## src/verilog/unbm_pkg.sv

```systemverilog
/*
  unbm_pkg: shared constants for the nine-bit serial port.
  assumes: included ahead of every design file of the block.
*/
package unbm_pkg;
  // ************************************************************
  // frame and timing constants
  // ************************************************************
  localparam int          CLK_MHZ        = 250;
  localparam int          OVS_RATE       = 16;    // samples per bit
  localparam logic [3:0]  OVS_LAST       = 4'hF;  // last tick of a bit
  localparam logic [3:0]  VOTE_S1        = 4'h7;  // first vote sample
  localparam logic [3:0]  VOTE_S2        = 4'h8;
  localparam logic [3:0]  VOTE_S3        = 4'h9;  // decision point
  localparam logic [3:0]  DATA_BITS      = 4'h8;
  localparam logic [3:0]  FRAME_LAST     = 4'hA;  // start, 8 data, 9th, stop
  localparam logic [3:0]  RX_STOP_IDX    = 4'hA;
  localparam logic [3:0]  RX_NINTH_IDX   = 4'h9;
  // fixed rate: clk/64 per bit, clk/32 doubled; 16 ticks per bit
  localparam int          FIX_DIV_SLOW   = 64 / OVS_RATE;
  localparam int          FIX_DIV_FAST   = 32 / OVS_RATE;
  localparam logic [1:0]  FIX_CNT_SLOW   = 2'(FIX_DIV_SLOW - 1);
  localparam logic [1:0]  FIX_CNT_FAST   = 2'(FIX_DIV_FAST - 1);
  localparam logic        MODE_FIXED     = 1'b0;
  localparam logic        MODE_TIMER     = 1'b1;
endpackage

```

## src/verilog/unbm_sync.sv

```systemverilog
/*
  unbm_sync: two-flop synchroniser for the serial input pin.
  assumes: input is asynchronous to clk; idles high.
*/
`timescale 1ns/1ps
module unbm_sync (
  // clock and reset
  input  wire logic clk,
  input  wire logic rst,
  // data
  input  wire logic din,
  output logic      dout
);
  // ************************************************************
  // synchroniser
  // ************************************************************
  logic meta;

  // resets high so the idle line shows no false start edge
  always_ff @(posedge clk or posedge rst) begin
    if (rst) begin
      meta <= 1'b1;
      dout <= 1'b1;
    end else begin
      meta <= din;
      dout <= meta;
    end
  end
endmodule

```

## src/verilog/unbm_tick_gen.sv

```systemverilog
/*
  unbm_tick_gen: produces the 16x sample ticks for one direction.
  assumes: timer overflow inputs are single-cycle pulses on clk.
*/
`timescale 1ns/1ps
module unbm_tick_gen (
  // clock and reset
  input  wire logic clk,
  input  wire logic rst,
  // rate selection
  input  wire logic rate_mode,
  input  wire logic baud_doubler,
  input  wire logic timer2_select,
  input  wire logic t1_overflow,
  input  wire logic t2_overflow,
  // output
  output logic      tick
);
  // ************************************************************
  // prescalers
  // ************************************************************
  logic [1:0] fix_cnt;
  logic       t1_half;
  logic       fix_end;
  logic       t1_use;
  logic       timer_tick;
  logic       next_tick;

  assign fix_end    = fix_cnt == (baud_doubler ? unbm_pkg::FIX_CNT_FAST
                                               : unbm_pkg::FIX_CNT_SLOW);
  // undoubled timer 1 is halved, so every other overflow counts
  assign t1_use     = t1_overflow && (baud_doubler || t1_half);
  assign timer_tick = timer2_select ? t2_overflow : t1_use;
  assign next_tick  = (rate_mode == unbm_pkg::MODE_FIXED) ? fix_end
                                                          : timer_tick;

  // fixed-rate divider and timer 1 halving flop
  always_ff @(posedge clk or posedge rst) begin
    if (rst) begin
      fix_cnt <= 2'h0;
      t1_half <= 1'b0;
      tick    <= 1'b0;
    end else begin
      fix_cnt <= fix_end ? 2'h0 : fix_cnt + 2'h1;
      if (t1_overflow) t1_half <= ~t1_half;
      tick    <= next_tick;
    end
  end
endmodule

```

## src/verilog/unbm_uart.sv

```systemverilog
/*
  unbm_uart: nine-bit asynchronous serial port, fixed and timer rates.
  holds: two tick generators, the pin synchroniser, the transmit and
  receive sequencers and the sticky status flags.
  assumes: control bits come from software logic on clk; clear and
  write strobes are one-cycle pulses; timer overflows are pulses;
  the serial input pin is asynchronous to clk and idles high.
*/
// Contract
// - frame is start, eight LSB-first, ninth, stop
// - sent ninth bit equals tx_ninth_bit input
// - fixed rate is clk/64, or clk/32 doubled
// - transmit starts at next divide-by-16 rollover
// - tx done raised as stop bit drives
// - receive enabled frame starts on falling edge
// - sixteen input samples per bit period
// - start edge resets receive sixteen-counter
// - each bit is majority of three mid-samples
// - failed start vote abandons frame
// - accept if rx done clear, stop high under multiproc
// - accept loads buffer, ninth bit, rx done
// - rejected frame leaves buffer and flags untouched
// - after mid stop, idle awaiting falling edge
// - timer mode same frames, timer-derived rate
// - multiproc raises interrupt only for ninth bit one
// - timer overflows feed divide-by-16 stage
// - doubler selects halving of timer 1 overflow
// - timer2 selects pick rate source per direction
// - baud doubler is power control bit 7
`timescale 1ns/1ps
module unbm_uart (
  // clock and reset
  input  wire logic       clk,
  input  wire logic       rst,
  // configuration
  input  wire logic       rate_mode,
  input  wire logic       baud_doubler,
  input  wire logic       tx_timer2_select,
  input  wire logic       rx_timer2_select,
  input  wire logic       t1_overflow,
  input  wire logic       t2_overflow,
  input  wire logic       rx_enable,
  input  wire logic       multiproc_enable,
  // transmit side
  input  wire logic       tx_write,
  input  wire logic [7:0] tx_data,
  input  wire logic       tx_ninth_bit,
  input  wire logic       tx_done_clear,
  // receive side
  input  wire logic       rx_done_clear,
  // serial pins
  input  wire logic       rxd_in,
  output logic            txd_out,
  // status
  output logic [7:0]      serial_buffer,
  output logic            rx_ninth_bit,
  output logic            tx_done_flag,
  output logic            rx_done_flag,
  output logic            serial_irq,
  output logic            tx_busy,
  output logic            rx_busy
);
  // ************************************************************
  // rate ticks
  // ************************************************************
  logic tx_tick;
  logic rx_tick;
  logic rxd_s;

  // the doubler input stands for power control bit 7
  unbm_tick_gen u_tx_tick (
    .clk           (clk),
    .rst           (rst),
    .rate_mode     (rate_mode),
    .baud_doubler  (baud_doubler),
    .timer2_select (tx_timer2_select),
    .t1_overflow   (t1_overflow),
    .t2_overflow   (t2_overflow),
    .tick          (tx_tick)
  );

  // each direction owns its tick source, so the timer selects stay apart
  unbm_tick_gen u_rx_tick (
    .clk           (clk),
    .rst           (rst),
    .rate_mode     (rate_mode),
    .baud_doubler  (baud_doubler),
    .timer2_select (rx_timer2_select),
    .t1_overflow   (t1_overflow),
    .t2_overflow   (t2_overflow),
    .tick          (rx_tick)
  );

  // the pin passes two flops before the edge detector sees it
  unbm_sync u_rxd_sync (
    .clk  (clk),
    .rst  (rst),
    .din  (rxd_in),
    .dout (rxd_s)
  );

  // ************************************************************
  // transmitter
  // ************************************************************
  // idle, waiting for the first rollover, then shifting the frame
  typedef enum logic [1:0] {TX_IDLE, TX_WAIT, TX_SHIFT} unbm_tx_e;
  unbm_tx_e   tx_state;
  logic [3:0] tx_div;
  logic [3:0] tx_bit;
  logic [8:0] tx_shift;
  logic       tx_roll;
  logic       tx_stop_now;
  logic       next_txd;
  logic [3:0] tx_bit_inc;

  // the divide-by-16 counter free-runs so a write waits for its rollover
  assign tx_roll     = tx_tick && (tx_div == unbm_pkg::OVS_LAST);
  assign tx_stop_now = tx_roll && (tx_state == TX_SHIFT) &&
                       (tx_bit == unbm_pkg::FRAME_LAST - 4'h1);
  assign tx_bit_inc  = tx_bit + 4'h1;
  // level of the coming bit: 0 start, 1..8 data, 9 the ninth, 10 stop;
  // once data runs, the shifter keeps the bit due next in position 1
  assign next_txd    = (tx_bit_inc == unbm_pkg::FRAME_LAST) ? 1'b1 :
                       ((tx_bit == 4'h0) ? tx_shift[0] : tx_shift[1]);

  // transmit sequencer
  always_ff @(posedge clk or posedge rst) begin
    if (rst) begin
      tx_state <= TX_IDLE;
      tx_div   <= 4'h0;
      tx_bit   <= 4'h0;
      tx_shift <= 9'h000;
      txd_out  <= 1'b1;
    end else begin
      // divider runs in every state, so rollovers stay evenly spaced
      if (tx_tick) tx_div <= tx_div + 4'h1;
      case (tx_state)
        TX_IDLE: begin
          txd_out <= 1'b1;
          if (tx_write) begin
            tx_shift <= {tx_ninth_bit, tx_data};
            tx_state <= TX_WAIT;
          end
        end
        TX_WAIT: begin
          if (tx_roll) begin
            txd_out  <= 1'b0;
            tx_bit   <= 4'h0;
            tx_state <= TX_SHIFT;
          end
        end
        // the stop bit goes out on the rollover that ends the ninth bit
        TX_SHIFT: begin
          if (tx_roll) begin
            if (tx_bit == unbm_pkg::FRAME_LAST) begin
              txd_out  <= 1'b1;
              tx_state <= TX_IDLE;
            end else begin
              tx_bit  <= tx_bit_inc;
              txd_out <= next_txd;
              if (tx_bit != 4'h0) tx_shift <= {1'b1, tx_shift[8:1]};
            end
          end
        end
        default: tx_state <= TX_IDLE;
      endcase
    end
  end

  // ************************************************************
  // receiver
  // ************************************************************
  // frame position counts 0 start, 1..8 data, 9 ninth, 10 stop
  typedef enum logic [1:0] {RX_IDLE, RX_FRAME} unbm_rx_e;
  unbm_rx_e   rx_state;
  logic [3:0] rx_div;
  logic [3:0] rx_bit;
  logic [7:0] rx_shift;
  logic       rx_ninth;
  logic       rxd_prev;
  logic [1:0] votes;
  logic       vote;
  logic       rx_decide;
  logic       fall_edge;
  logic       accept;
  logic       rx_set;

  // the edge is looked for only on ticks, the sixteenfold sample points
  assign fall_edge = rxd_prev && !rxd_s;
  // two stored mid samples vote together with the live third one
  assign vote      = (votes[1] & votes[0]) | (votes[1] & rxd_s)
                   | (votes[0] & rxd_s);
  assign rx_decide = rx_tick && (rx_div == unbm_pkg::VOTE_S3);
  // stop must be high only when multiprocessor filtering is on
  assign accept    = !rx_done_flag && (!multiproc_enable || vote);
  // multiproc also drops frames whose ninth bit is zero
  assign rx_set    = (rx_state == RX_FRAME) && rx_decide &&
                     (rx_bit == unbm_pkg::RX_STOP_IDX) && accept &&
                     (!multiproc_enable || rx_ninth);

  // receive sequencer, one sample per tick
  // the start edge loads the counter with 1, the edge tick being sample 0
  always_ff @(posedge clk or posedge rst) begin
    if (rst) begin
      rx_state <= RX_IDLE;
      rx_div   <= 4'h0;
      rx_bit   <= 4'h0;
      rx_shift <= 8'h00;
      rx_ninth <= 1'b0;
      rxd_prev <= 1'b1;
      votes    <= 2'h3;
    end else begin
      if (rx_tick) rxd_prev <= rxd_s;
      case (rx_state)
        RX_IDLE: begin
          if (rx_tick && rx_enable && fall_edge) begin
            rx_div   <= 4'h1;
            rx_bit   <= 4'h0;
            rx_state <= RX_FRAME;
          end
        end
        RX_FRAME: begin
          if (rx_tick) begin
            rx_div <= rx_div + 4'h1;
            if (rx_div == unbm_pkg::VOTE_S1) votes[1] <= rxd_s;
            if (rx_div == unbm_pkg::VOTE_S2) votes[0] <= rxd_s;
            if (rx_decide) begin
              if (rx_bit == 4'h0 && vote) rx_state <= RX_IDLE;
              else if (rx_bit == unbm_pkg::RX_STOP_IDX)
                rx_state <= RX_IDLE;
              else if (rx_bit == unbm_pkg::RX_NINTH_IDX)
                rx_ninth <= vote;
              else if (rx_bit != 4'h0)
                rx_shift <= {vote, rx_shift[7:1]};
              rx_bit <= rx_bit + 4'h1;
            end
          end
        end
        default: rx_state <= RX_IDLE;
      endcase
    end
  end

  // ************************************************************
  // visible status; a set beats a same-cycle clear
  // ************************************************************
  logic next_tx_done;
  logic next_rx_done;
  logic next_tx_busy;
  logic next_rx_busy;

  // a clear landing on the set cycle loses, so no event is missed
  assign next_tx_done = tx_stop_now || (tx_done_flag && !tx_done_clear);
  assign next_rx_done = rx_set || (rx_done_flag && !rx_done_clear);
  // a write counts as busy at once, so a second write sees it
  assign next_tx_busy = (tx_state != TX_IDLE) || tx_write;
  assign next_rx_busy = rx_state == RX_FRAME;

  // received word; buffer and ninth bit always move together
  always_ff @(posedge clk or posedge rst) begin
    if (rst) begin
      serial_buffer <= 8'h00;
      rx_ninth_bit  <= 1'b0;
    end else if (rx_set) begin
      serial_buffer <= rx_shift;
      rx_ninth_bit  <= rx_ninth;
    end
  end

  // sticky done flags; only software pulses drop them
  always_ff @(posedge clk or posedge rst) begin
    if (rst) begin
      tx_done_flag <= 1'b0;
      rx_done_flag <= 1'b0;
    end else begin
      tx_done_flag <= next_tx_done;
      rx_done_flag <= next_rx_done;
    end
  end

  // interrupt built from the next flag values, so it never lags a clear;
  // a multiprocessor frame with ninth bit zero never sets rx done
  always_ff @(posedge clk or posedge rst) begin
    if (rst) begin
      serial_irq <= 1'b0;
    end else begin
      serial_irq <= next_tx_done || next_rx_done;
    end
  end

  // busy levels, one cycle behind the sequencers, except tx busy rising with the write
  always_ff @(posedge clk or posedge rst) begin
    if (rst) begin
      tx_busy <= 1'b0;
      rx_busy <= 1'b0;
    end else begin
      tx_busy <= next_tx_busy;
      rx_busy <= next_rx_busy;
    end
  end
endmodule
```

## config.mk

```make
export PLATFORM = sky130hd
export DESIGN_NAME = unbm_uart
export DESIGN_NICKNAME = d
export VERILOG_FILES = /design/src/verilog/unbm_pkg.sv /design/src/verilog/unbm_sync.sv /design/src/verilog/unbm_tick_gen.sv /design/src/verilog/unbm_uart.sv
export SDC_FILE = /design/constraint.sdc
export NUM_CORES = 1
export LEC_CHECK = 0
export BUFFER_PORTS_ARGS = -buffer_cell sky130_fd_sc_hd__buf_2
export CAP_MARGIN = 20
export CORE_MARGIN = 1.5
export CORE_UTILIZATION = 52
export DETAILED_ROUTE_END_ITERATION = 7
export PLACE_DENSITY = 0.76
export SLEW_MARGIN = 30
export SYNTH_ARGS = -nofsm -noshare
export SYNTH_HDL_FRONTEND = slang
export SYNTH_SLANG_ARGS = --single-unit
```

## constraint.sdc

```tcl
create_clock -name clk -period 2.5 [get_ports clk]
set_input_delay 0.75 -clock clk [delete_from_list [all_inputs] [get_ports clk]]
set_output_delay 0.75 -clock clk [all_outputs]
set_load 0.02 [all_outputs]
```

==> impl_results.md <==
- CTS Root Cell: clkbuf_8
- Slew Limit Fails: 0
- Site row count: 28
- Worst slew pin tran: 0.667 ns
- Place WS: 0.531 ns
- Power Density: 811 mW/mm2
- Die footprint: 0.00677 mm2
- Max H-tree Level: 3
- Clock Sink Count: 65
- Clk slew on worst S/H paths: 0.07 ns
- Setup TNS: 0 ns
- FFs w/ async S/R, synth: 100%
- N_diodes: 0
- Drt first pass iters: 4
- Fin crit share: 78.7%
- Post-Syn Nets: 306
- Endpoints failing setup: 0
- Final setup margin: 0.532 ns
- Slew headroom: 55.6%
- Peak supply drop: 0.498 mV
- Hold Violations, Final: 0
- Mapped Area: 0.00327 mm2
- DP HPWL: 4130 um
- Initial antenna violation count: 0
- Routed wire length per instance: 14.9 um
- Post-route DRC: 0
- Fin util: 62.1%
- CTS Buf Count: 9
- Cells after Synth: 270
- Crit path kind: register to register
- Grt total ovfl: 0
- Number of flops mapped to enable cells by yosys: 0
- Via Count: 2126
- Sequential-to-total area share from yosys stat: 50.0%
- PortBufs: 37
- CTS max path bufs: 2
- RSZ-0062 raised after global routing: no
- Layout area overhead: 13.8%
- Hold-fix buffers at CTS: 0
- CP Max Fanout: 10
- CP endpoint kind: register
- Skew-Pair Late Insertion Delay: 0.34 ns
- Setup Buffers After CTS: 0
- Fmax: 508 MHz
- Commonest non-fill, non-tap cell in the layout: dfrtp_1
- Pin count of the biggest net entering global routing: 49
- Netlist cell types: 58
- Core Footprint: 0.00599 mm2
- Iter 0 DRT Violations: 94
- Die height: 82.3 um
- Critical Path AT: 2.19 ns
- LEAKAGE: 1.75 nW
- Final ANT Viol Nets: 0
- HP Class: register to register
- Yosys warns: 0
- Placer Congestion: 0.858
- Commonest non-fill, non-tap cells in the layout: 59 x dfrtp_1, 37 x buf_2, 18 x nand2_1
- Post-CTS sizing: 0
- Die W: 82.3 um
- Mean Syn Cell Area: 12.1 um2
- Seq cells post-synth: 65
- Final WL: 5830 um
- Max cap viols: 0
- Nets@finish: 347
- Total track usage: 19.5%
- Vias/cell: 5.44
- Min Tclk post-route: 1.97 ns
- Share of layout cells above drive strength 1: 31.0%
- Final Skew: 0.00778 ns
- Starting Density: 54.6%
- Ports: 38
- Startpoint Class: register
- Status: finished, final reports clean
- First-pass GRT wire length: 9680 um
- Vias in the first global route: 2150
- CTS tree: done
- Ys flop type: dfrtp_1
- Data required, critical path: 2.72 ns
## synthesized netlist by cell type, drive strengths merged, types with 2 or more instances
cell	number	share of area (%)
dfrtp	59	45
xnor2	4	1.1
or3	2	0.38
a21oi	7	1.1
o2bb2ai	3	0.80
o41ai	2	0.54
nor2	10	1.1
o31ai	5	1.6
nor2b	5	0.96
xor2	3	0.80
and2	3	0.65
and3b	3	0.84
nand2b	2	0.38
dfstp	6	4.8
buf	5	1.2
inv	17	2.0
a22oi	3	0.69
a21o	2	0.46
ha	13	5.0
nor3b	2	0.61
nand3	6	1.3
a31oi	2	0.38
clkbuf	4	0.46
nor3	3	0.46
nand2	19	2.3
mux2	40	16
nand4	2	0.38
mux2i	2	0.61
a22o	2	0.54
o21ai	18	3.1
## sequential cells by signal, summed over array words and instances, names as in the netlist, 2 cells and up
| register | flops |
|---|---|
| rx_bit | 4 |
| rx_div | 4 |
| rx_shift | 8 |
| serial_buffer | 8 |
| tx_bit | 4 |
| tx_div | 4 |
| tx_shift | 9 |
| tx_state | 2 |
| u_rx_tick.fix_cnt | 2 |
| u_tx_tick.fix_cnt | 2 |
| votes | 2 |
## cell families (layout without fill, tap and decap cells)
| family | Yosys count | in the layout | synth area share [%] |
|---|---|---|---|
| and+or+nand+nor | 63 | 63 | 10.9 |
| AOI/OAI and AO/OA | 53 | 53 | 12.0 |
| xor gates and xnor gates | 7 | 7 | 1.88 |
| adders and majority gates | 14 | 14 | 5.32 |
| DFF | 65 | 65 | 50.0 |
| muxes | 42 | 42 | 16.2 |
| buffers and inverters | 26 | 72 | 3.64 |
## cell type report
cell class | count | area, um2
Tap cell | 75 | 93.8
Fill cell | 503 | 2270
Sequential cell | 65 | 1630
Multi-Input combinational cell | 179 | 1520
Clock inverter | 3 | 40.0
Timing Repair Buffer | 39 | 213
Inverter | 17 | 63.8
Clock buffer | 13 | 159
## worst max-delay path, cell delays in order, from the launching register on
cell     delay, ns
dfrtp_1       0.39
ha_1          0.18
and4_1        0.43
nand3_4       0.12
o21ai_4       0.39
mux2_4        0.34
## per-layer routing
metal	global-route usage, %	wire (um)
met1	24.7	2630
met3	6.59	285
met2	30.8	2840
met4	7.12	79
met5	0	0
## metrics by stage
step / cell area, um2 / hold WS, ns / instances / total power (W)
3_5_place_dp: 3520 / 0.351 / 375 / 0.00215
6_report: 3720 / 0.359 / 391 / 0.00302
2_1_floorplan: 3270 / 0.345 / 270 / 0.00196
4_1_cts: 3720 / 0.361 / 391 / 0.00304
5_1_grt: 3720 / 0.364 / 391 / 0.00320
3_3_place_gp: 3520 / 0.349 / 375 / 0.00210
## power by group
group          internal [W]  total, W  switching [W]
sequential          0.00129   0.00151       0.000216
clock              0.000513  0.000890       0.000377
combinational      0.000337  0.000619       0.000281
## worst paths after layout
path | from | end | slack [ns] | depth (start not counted)
max | tx_div[0] | tx_shift[1] | 0.53 | 5
min | u_rxd_sync.meta | u_rxd_sync.dout | 0.36 | 0
max reg2reg | tx_div[0] | tx_shift[1] | 0.53 | 5
min reg2reg | u_rxd_sync.meta | u_rxd_sync.dout | 0.36 | 0
max in group asynchronous | rst | rxd_prev | 1.46 | 3
min in group asynchronous | rst | tx_state[0] | 0.40 | 2
Power figures use the tool's default switching activity.
